==> src/frm_pkg.sv <==
// Purpose: Constants for the floppy routing and MIDI base register block
// Assumes: APB with 32-bit data, one aligned word per register
// Notes: Printed offsets are not all multiples of four, so they are indices

package frm_pkg;

	// Register indices as printed; byte address is four times the index
	localparam logic [7:0] FRM_IDX_MIDI_HIGH = 8'h60;
	localparam logic [7:0] FRM_IDX_MIDI_LOW = 8'h61;
	localparam logic [7:0] FRM_IDX_ROUTE = 8'hf1;
	localparam logic [7:0] FRM_IDX_STATUS = 8'hf2;

	// Reset values
	localparam logic [7:0] FRM_RST_MIDI_HIGH = 8'h03;
	localparam logic [7:0] FRM_RST_MIDI_LOW = 8'h30;
	localparam logic [1:0] FRM_RST_ROUTE = 2'h0;

	// Writable masks
	localparam logic [7:0] FRM_MASK_MIDI_HIGH = 8'h0f;
	localparam logic [7:0] FRM_MASK_MIDI_LOW = 8'hfe;

	// Routing field codes
	localparam logic [1:0] FRM_ROUTE_BY_MODE = 2'h0;
	localparam logic [1:0] FRM_ROUTE_PIN_SPLIT = 2'h1;
	localparam logic [1:0] FRM_ROUTE_PIN_BOTH = 2'h2;
	localparam logic [1:0] FRM_ROUTE_RESERVED = 2'h3;

	// Drive placement per drive
	typedef enum logic [1:0] {
		FRM_DRV_OFF,
		FRM_DRV_FLOPPY_PINS,
		FRM_DRV_PARALLEL_PINS
	} frm_place_e;

endpackage : frm_pkg

==> src/frm_regs.sv <==
// Purpose: Floppy-on-parallel routing selector and MIDI base address bytes
// Assumes: APB slave, zero wait states, 32-bit data, pclk 20 MHz
// Notes: Unmapped addresses read zero and answer pslverr
//
// How it works
// Code 00: parallel port mode bits steer routing, select pin ignored.
// Code 01, pin low: drive 0 on floppy pins, drive 1 on parallel.
// Code 10, pin low: both drives on parallel pins; 11 reserved.
// Select pin active low: low enables floppy use, high keeps parallel.
// MIDI high byte holds address bits 11..8 in bits 3..0, rest zero.
// MIDI low byte holds address bits 7..1; bit 0 always zero.
// Routing register bits 7..2 read zero and ignore writes.

`timescale 1ns/100ps
`default_nettype none

module frm_regs
	import frm_pkg::*;
(
	// Clock and reset
	input wire logic pclk,
	input wire logic presetn,
	// APB slave
	input wire logic psel,
	input wire logic penable,
	input wire logic pwrite,
	input wire logic [11:0] paddr,
	input wire logic [31:0] pwdata,
	input wire logic [3:0] pstrb,
	output logic [31:0] prdata,
	output logic pready,
	output logic pslverr,
	// Routing inputs
	input wire logic floppy_parallel_route_select,
	input wire logic [1:0] parallel_port_mode_bits,
	// Routing outputs
	output logic [1:0] drive0_place,
	output logic [1:0] drive1_place,
	output logic floppy_on_parallel_en,
	// MIDI base address
	output logic [11:0] midi_base_addr
);

	logic [3:0] midi_high_r;
	logic [6:0] midi_low_r;
	logic [1:0] route_r;
	logic pin_sync;
	logic [7:0] idx;
	logic hit;
	logic wr_en;
	logic [31:0] rdata_nxt;
	logic [1:0] d0_nxt;
	logic [1:0] d1_nxt;
	logic [1:0] par_nxt;

	frm_sync u_sync (
		.pclk(pclk),
		.presetn(presetn),
		.d(floppy_parallel_route_select),
		.rst_val(1'b1),
		.q(pin_sync)
	);

	assign idx = paddr[9:2];
	assign hit = (paddr[1:0] == 2'h0) && (paddr[11:10] == 2'h0) &&
		((idx == FRM_IDX_MIDI_HIGH) || (idx == FRM_IDX_MIDI_LOW) ||
		(idx == FRM_IDX_ROUTE) || (idx == FRM_IDX_STATUS));
	// Writes take effect at the access-phase edge only
	assign wr_en = psel && penable && pwrite && hit && pstrb[0];

	// MIDI base, address bits 11..8; upper nibble has no storage
	always_ff @(posedge pclk or negedge presetn) begin
		if (!presetn) begin
			midi_high_r <= FRM_RST_MIDI_HIGH[3:0];
		end else if (wr_en && (idx == FRM_IDX_MIDI_HIGH)) begin
			midi_high_r <= pwdata[3:0];
		end
	end

	// MIDI base, address bits 7..1; bit 0 has no storage, base stays even
	always_ff @(posedge pclk or negedge presetn) begin
		if (!presetn) begin
			midi_low_r <= FRM_RST_MIDI_LOW[7:1];
		end else if (wr_en && (idx == FRM_IDX_MIDI_LOW)) begin
			midi_low_r <= pwdata[7:1];
		end
	end

	// Routing field; bits 7..2 have no storage
	always_ff @(posedge pclk or negedge presetn) begin
		if (!presetn) begin
			route_r <= FRM_RST_ROUTE;
		end else if (wr_en && (idx == FRM_IDX_ROUTE)) begin
			route_r <= pwdata[1:0];
		end
	end

	always_comb begin
		rdata_nxt = 32'h0000_0000;
		case (idx)
			FRM_IDX_MIDI_HIGH: rdata_nxt = {28'h000_0000, midi_high_r};
			FRM_IDX_MIDI_LOW: rdata_nxt = {24'h00_0000, midi_low_r, 1'b0};
			FRM_IDX_ROUTE: rdata_nxt = {30'h0000_0000, route_r};
			FRM_IDX_STATUS: rdata_nxt = {24'h00_0000, 1'b0, pin_sync,
				drive1_place, drive0_place, floppy_on_parallel_en, 1'b0};
			default: rdata_nxt = 32'h0000_0000;
		endcase
		if (!hit) begin
			rdata_nxt = 32'h0000_0000;
		end
	end

	// Answer registered in the setup cycle, valid through access phase
	always_ff @(posedge pclk or negedge presetn) begin
		if (!presetn) begin
			prdata <= 32'h0000_0000;
			pready <= 1'b0;
			pslverr <= 1'b0;
		end else if (psel && !penable) begin
			prdata <= pwrite ? 32'h0000_0000 : rdata_nxt;
			pready <= 1'b1;
			pslverr <= !hit;
		end else begin
			prdata <= 32'h0000_0000;
			pready <= 1'b0;
			pslverr <= 1'b0;
		end
	end

	// Routing decode: one lane per drive, high when it goes to parallel pins
	for (genvar g = 0; g < 2; g++) begin : g_lane
		logic par_lane;
		always_comb begin
			par_lane = 1'b0;
			case (route_r)
				FRM_ROUTE_BY_MODE: begin
					par_lane = parallel_port_mode_bits[g];
				end
				FRM_ROUTE_PIN_SPLIT: begin
					// Only drive 1 moves; pin high keeps the port
					par_lane = (g == 1) && !pin_sync;
				end
				FRM_ROUTE_PIN_BOTH: begin
					par_lane = !pin_sync;
				end
				default: begin
					// Reserved code leaves the parallel port alone
					par_lane = 1'b0;
				end
			endcase
		end
		assign par_nxt[g] = par_lane;
	end

	assign d0_nxt = par_nxt[0] ? FRM_DRV_PARALLEL_PINS : FRM_DRV_FLOPPY_PINS;
	assign d1_nxt = par_nxt[1] ? FRM_DRV_PARALLEL_PINS : FRM_DRV_FLOPPY_PINS;

	// Drive placement outputs, one edge after the decode settles
	always_ff @(posedge pclk or negedge presetn) begin
		if (!presetn) begin
			drive0_place <= FRM_DRV_FLOPPY_PINS;
			drive1_place <= FRM_DRV_FLOPPY_PINS;
			floppy_on_parallel_en <= 1'b0;
		end else begin
			drive0_place <= d0_nxt;
			drive1_place <= d1_nxt;
			floppy_on_parallel_en <= |par_nxt;
		end
	end

	// MIDI base address seen by the decoder, even by construction
	always_ff @(posedge pclk or negedge presetn) begin
		if (!presetn) begin
			midi_base_addr <= {FRM_RST_MIDI_HIGH[3:0], FRM_RST_MIDI_LOW};
		end else begin
			midi_base_addr <= {midi_high_r, midi_low_r, 1'b0};
		end
	end

	logic unused_ok;
	assign unused_ok = (|pwdata[31:8]) | (|pstrb[3:1]);

endmodule : frm_regs

`default_nettype wire

==> src/frm_sync.sv <==
// Purpose: Two-stage synchroniser for one level from outside the clock
// Assumes: Async active-low reset
// Notes: First stage feeds only the second

`timescale 1ns/100ps
`default_nettype none

module frm_sync (
	// Clock and reset
	input wire logic pclk,
	input wire logic presetn,
	// Level
	input wire logic d,
	input wire logic rst_val,
	output logic q
);

	logic meta_r;

	always_ff @(posedge pclk or negedge presetn) begin
		if (!presetn) begin
			meta_r <= 1'b1;
			q <= 1'b1;
		end else begin
			meta_r <= d;
			q <= meta_r;
		end
	end

	logic unused_rst_val;
	assign unused_rst_val = rst_val;

endmodule : frm_sync

`default_nettype wire

==> config.mk <==
export PLATFORM = sky130hd
export DESIGN_NAME = frm_regs
export DESIGN_NICKNAME = d
export VERILOG_FILES = /design/src/frm_pkg.sv /design/src/frm_regs.sv /design/src/frm_sync.sv
export SDC_FILE = /design/constraint.sdc
export NUM_CORES = 1
export LEC_CHECK = 0
export ABC_AREA = 1
export ABC_CLOCK_PERIOD_IN_PS = 2700
export BUFFER_PORTS_ARGS = -buffer_cell sky130_fd_sc_hd__buf_2
export CAP_MARGIN = 30
export CORE_MARGIN = 2
export CORE_UTILIZATION = 48
export DETAILED_ROUTE_END_ITERATION = 12
export GPL_TIMING_DRIVEN = 1
export MAX_ROUTING_LAYER = met4
export PLACE_DENSITY = 0.94
export REMOVE_ABC_BUFFERS = 1
export SLEW_MARGIN = 25
export SYNTH_ARGS = -nofsm -noshare
export SYNTH_HDL_FRONTEND = slang
export SYNTH_SLANG_ARGS = --single-unit
==> constraint.sdc <==
create_clock -name pclk -period 2.7 [get_ports pclk]
set_input_delay 0.54 -clock pclk [delete_from_list [all_inputs] [get_ports pclk]]
set_output_delay 0.54 -clock pclk [all_outputs]
set_load 0.05 [all_outputs]
# Word level (Yosys, flattened, before mapping)
# Index checks and enable logic that the tools add are counted.
# classes
mux	10
n_mul	0
magnitude_cmp	0
n_reduce_logical	21
bitwise_logic	0
n_div	0
addsub	0
eq_ne	6
shifts	0
# op_table
op	n
$mux 32	2
$pmux 8 s4	1
$eq 8x7->1 const B	2
$eq 8x8->1 const B	2
$logic_and 1x1->1	10
$mux 8	1
$logic_not 2->1	3
$mux 2	2
$pmux 1 s2	2
$reduce_or 2->1	2
$logic_not 1->1	3
$logic_or 1x1->1	3
$eq 2x1->1 const B	1
$eq 2x2->1 const B	1
$mux 1	2
# totals
n_memories	0
ramBits	0
regBits	65
latchBits	0
in_bits	56
output_inout_bits	51
rom_bits	0

# Longest topological paths before layout
# depth
word_depth	8
depth_mapped	10
ltp_nobuf	9

# By module
# From an unflattened synthesis, not the netlist that was laid out.
# hier_totals
hier_cells	207
area_unflattened_um2	1960.6
# modules_own_cells
mod	cells_each	area_each_um2	instances
frm_regs	205	1908.1	1
frm_sync	2	52.6	1

# Worst setup path before layout
# Ideal clock, no wire load.
# synth_path
path_kind	input port to flip-flop
startpoint	input port paddr[6]
endpoint	register midi_low_r[1]
required_time_ns	2.582
setup_ns	0.118
path_slack_ns	1.174
t_arrival_ns	1.408
stages	8
path_cell_list	nor2_1 -> nand2_4 -> nor2_4 -> nor2_1 -> nand2_4 -> nand4_4 -> nand2_1 -> nand2_1
# synth_between
elab_chain_len	8
word_cells_on_any_way	11
cone_classes	eq/ne: 4; reduce/logical: 7
# synth_rtl
element	line	text
start: declaration	frm_regs.sv:27	input wire logic [11:0] paddr,
$eq 8x7->1 (on tied branches)	frm_regs.sv:66, frm_regs.sv:84	
$logic_or 1x1->1 (2 in a row)	frm_regs.sv:66	((idx == FRM_IDX_MIDI_HIGH) || (idx == FRM_IDX_MIDI_LOW) ||
$logic_or 1x1->1	frm_regs.sv:67	(idx == FRM_IDX_ROUTE) || (idx == FRM_IDX_STATUS));
$logic_and 1x1->1	frm_regs.sv:65	assign hit = (paddr[1:0] == 2'h0) && (paddr[11:10] == 2'h0) &&
$logic_and 1x1->1 (2 in a row)	frm_regs.sv:69	assign wr_en = psel && penable && pwrite && hit && pstrb[0];
$logic_and 1x1->1 (*)	frm_regs.sv:84	end else if (wr_en && (idx == FRM_IDX_MIDI_LOW)) begin
end signal: assignment	frm_regs.sv:83	midi_low_r <= FRM_RST_MIDI_LOW[7:1];
end signal: assignment	frm_regs.sv:85	midi_low_r <= pwdata[7:1];
end: declaration	frm_regs.sv:45	logic [6:0] midi_low_r;
# Mark *: on every way between the ends. The rest lies on a longest branch, timed or not.
# A chain may end at the register's enable or synchronous reset.

# Final worst setup path
# layout_path
startpoint	input port paddr[6]
endpoint	register midi_low_r[0]
# Same word-level chain as after synthesis.

==> results.sh <==
export IMPL_timing_critical_path_to_type="flip-flop"
export IMPL_cts_root_buffer="sky130_fd_sc_hd__clkbuf_8"
export IMPL_detail_route_wl_per_cell_um=12.3
export IMPL_run_status="completed"
export IMPL_synth_seq_cells=41
export IMPL_finalCriticalPeriod_ns=1.71
export IMPL_h_tree_depth=2
export IMPL_cts_buffers_inserted=5
export IMPL_remaining_design_rule_violation_count=0
export IMPL_start_util_pct=49.8
export IMPL_sequentialPowerShare_pct=51.7
export IMPL_p_int_uw=861
export IMPL_p_per_area_mw_per_mm2=524
export IMPL_fmax_mhz=586
export IMPL_grt_first_pass_wirelength_um=5880
export IMPL_setup_total_negative_slack_ns=0
export IMPL_synthMostInstantiatedCell="sky130_fd_sc_hd__nand2_1"
export IMPL_crit_reg2reg_launch="route_r[1]$_DFFE_PN0P_"
export IMPL_post_synth_inst_count=208
export IMPL_commonest_cells_in_the_netlist="sky130_fd_sc_hd__nand2_1 (54), sky130_fd_sc_hd__dfrtp_1 (29), sky130_fd_sc_hd__buf_4 (25)"
export IMPL_width_of_the_chip_um=68.2
export IMPL_detail_route_wirelength_um=3900
export IMPL_clock_skew_ns=0.00461
export IMPL_routabilityCongestion=0.835
export IMPL_total_switching_power_uw=351
export IMPL_tritoncts_clock_tree="built"
export IMPL_power_frac_comb_pct=14.0
export IMPL_timing_setup_critical_path_class="in -> reg"
export IMPL_synth_lib_cells_used_distinct=25
export IMPL_fin_nets=325
export IMPL_post_synth_instance_area_mm2=0.00198
export IMPL_clock_sink_count=41
export IMPL_final_instance_count_excl_fill=317
export IMPL_timing_max_cap_violations=0
export IMPL_antenna_left=0
export IMPL_slew_headroom_pct=65.5
export IMPL_reg2regPathDepth=6
export IMPL_final_core_utilization_pct=58.2
export IMPL_reg2reg_slack_ns=1.42
export IMPL_yosys_warnings=0
export IMPL_yosysTopAreaCell="sky130_fd_sc_hd__dfrtp_1"
export IMPL_clock_latency_ns=0.30
export IMPL_synth_top_cell_area_share_pct=36.7
export IMPL_grt_start_max_net_pins=42
export IMPL_timing_hold_violations_final=0
export IMPL_postSynth_asyncResetShare_pct=100
export IMPL_primary_flip_flop_cell_chosen_by_synthesis_mapping="sky130_fd_sc_hd__dfrtp_1"
export IMPL_num_antenna_cells=0
export IMPL_grt_antenna_before_repair=0
export IMPL_std_cell_rows=23
export IMPL_final_max_slew_viol_count=0
export IMPL_startpoint_type="input pin"
export IMPL_hold_fix_buffer_count_after_cts=0
export IMPL_ctsResizeCount=0
export IMPL_detail_route_first_pass_iterations=4
export IMPL_grt_util_all_layers_pct=18.3
export IMPL_grt_overflow_total=0
export IMPL_hpwlAfterDp_um=2910
export IMPL_worst_path_max_fanout=16
export IMPL_die_h_um=68.2
export IMPL_power_leakage_nw=1.29
export IMPL_min_delay_path_class="in -> async"
export IMPL_yosysSeqAreaShare_pct=52.6
export IMPL_count_of_port_buffers_added_during_placement=54
export IMPL_worst_case_clock_buffer_depth=2
export IMPL_timing_critical_path_arrival_ns=1.90
export IMPL_power_switching_share_pct=29.0
export IMPL_rsz_0062_raised_after_global_routing="false"
export IMPL_drt_vias_per_instance=4.64
export IMPL_r2r_end="floppy_on_parallel_en$_DFF_PN0_"
export IMPL_clock_edge_transition_at_the_registers_on_the_reported_setup_and_hold_paths_ns=0.08
export IMPL_io_pins=107
export IMPL_detailroute_via_count=1470
export IMPL_area_delta_synth_final_pct=16.8
export IMPL_max_slew_worst_pin_slew_ns=0.517
export IMPL_layout_drive_gt1_share_pct=35.6
export IMPL_vdd_drop_max_mv=0.241
export IMPL_syn_avg_cell_area_um2=9.51
export IMPL_placedCellCount=308
export IMPL_final_min_period_over_clock_period_pct=63.2
export IMPL_number_of_flops_mapped_to_enable_cells_by_yosys=0
export IMPL_cts_post_setup_buffers_inserted=0
export IMPL_grt_pass1_vias=1261
export IMPL_yosys_top_cells_area="sky130_fd_sc_hd__dfrtp_1 (37%), sky130_fd_sc_hd__dfstp_2 (16%), sky130_fd_sc_hd__nand2_1 (10%)"
export IMPL_p_clk_share_pct=34.3
export IMPL_design_die_area_mm2=0.00465
export IMPL_fp_coreArea_mm2=0.00397
export IMPL_finalSetupViolations=0
export IMPL_cp_required_ns=2.89
export IMPL_dr_first_iter_drc_count=98
## how the worst max path moves through the flow
stage             start                         to  slack, ns
3_5_place_dp   paddr[6]  midi_low_r[0]$_DFFE_PN0P_       0.68
6_report       paddr[6]  midi_low_r[0]$_DFFE_PN0P_       0.99
5_1_grt        paddr[6]  midi_low_r[0]$_DFFE_PN0P_       0.92
3_3_place_gp   paddr[6]  midi_low_r[2]$_DFFE_PN0P_       0.76
4_1_cts        paddr[6]  midi_low_r[0]$_DFFE_PN0P_       1.01
2_1_floorplan  paddr[6]  midi_low_r[0]$_DFFE_PN0P_       1.05
## flip-flops by register name, summed over array words and instances, names as in the netlist, 2 cells and up
register,count
midi_low_r,7
midi_base_addr,11
drive0_place,2
midi_high_r,4
drive1_place,2
route_r,2
prdata,8
## cell families after synthesis
kind of cell | Yosys count | synth area share (%)
fa+ha+maj | 3 | 1.90
compound gates | 10 | 3.16
flops | 41 | 52.6
other cells | 1 | 0.190
buf+inv | 48 | 14.6
simple gates | 105 | 27.5
## power groups by stage
stage | clock [mW] | combinational, mW | sequential [mW]
4_1_cts | 0.425 | 0.165 | 0.627
3_5_place_dp | 0 | 0.165 | 0.638
6_report | 0.415 | 0.169 | 0.627
5_1_grt | 0.455 | 0.181 | 0.627
3_3_place_gp | 0 | 0.162 | 0.638
2_1_floorplan | 0 | 0.0987 | 0.657
## per-stage QoR
stage	instance area (um^2)	setup slack (ns)	total power [mW]	hold WS, ns
after floorplan	1850	1.05	0.756	0.244
after global placement	2190	0.758	0.799	0.346
after detailed placement	2190	0.682	0.803	0.347
after CTS	2280	1.01	1.22	0.335
after global routing	2310	0.918	1.26	0.236
final	2310	0.994	1.21	0.211
## cell type report
class | instances | area [um^2]
clock buffer | 6 | 82.6
timing repair buffer | 55 | 298
tap | 50 | 62.6
multi-input combinational | 143 | 738
sequential | 41 | 1040
fill | 342 | 1660
clock inverter | 2 | 13.8
inverter | 20 | 75.1
## critical path, cell delays in order
cell,delay (ns)
sky130_fd_sc_hd__buf_2,0.10
sky130_fd_sc_hd__nor2_1,0.18
sky130_fd_sc_hd__nand2_4,0.10
sky130_fd_sc_hd__nor2_4,0.38
sky130_fd_sc_hd__nor2_1,0.14
sky130_fd_sc_hd__nand2_4,0.12
sky130_fd_sc_hd__nand4_4,0.15
sky130_fd_sc_hd__nand2_1,0.12
sky130_fd_sc_hd__nand2_1,0.06
## cell usage in the layout (no fill, tap or decap)
cell                       Yosys  layout
sky130_fd_sc_hd__a21oi_1       3       3
sky130_fd_sc_hd__nor2_2        5       5
sky130_fd_sc_hd__nand3_1       1       1
sky130_fd_sc_hd__inv_1        18      18
sky130_fd_sc_hd__nand2_4       2       2
sky130_fd_sc_hd__o22ai_1       1       1
sky130_fd_sc_hd__nand4_1      14      14
sky130_fd_sc_hd__inv_2         2       2
sky130_fd_sc_hd__conb_1        1      25
sky130_fd_sc_hd__clkinv_4      0       1
sky130_fd_sc_hd__buf_2         0      54
sky130_fd_sc_hd__nor2_1       18      18
sky130_fd_sc_hd__nor3_1        1       1
sky130_fd_sc_hd__a22o_1        2       2
sky130_fd_sc_hd__nand3b_2      1       1
sky130_fd_sc_hd__clkbuf_8      0       6
sky130_fd_sc_hd__dfstp_2      12      12
sky130_fd_sc_hd__nand2_2       2       2
sky130_fd_sc_hd__nand4_4       2       2
sky130_fd_sc_hd__clkinv_2      0       1
sky130_fd_sc_hd__dfrtp_1      29      29
sky130_fd_sc_hd__o21ai_0       3       3
sky130_fd_sc_hd__a21oi_2       1       1
sky130_fd_sc_hd__ha_1          3       3
sky130_fd_sc_hd__nor2_4        5       5
sky130_fd_sc_hd__nand2_1      54      54
sky130_fd_sc_hd__buf_16        0       1
## routing by layer
layer / routed length, um / share of wire, % / GRT usage [%]
met5: 0 / 0 / -
met4: 80 / 2.1 / 8.25
met3: 247 / 6.3 / 4.11
met2: 2030 / 52 / 30.0
met1: 1550 / 40 / 21.6
Note: power is estimated with default switching activity, not from simulation.
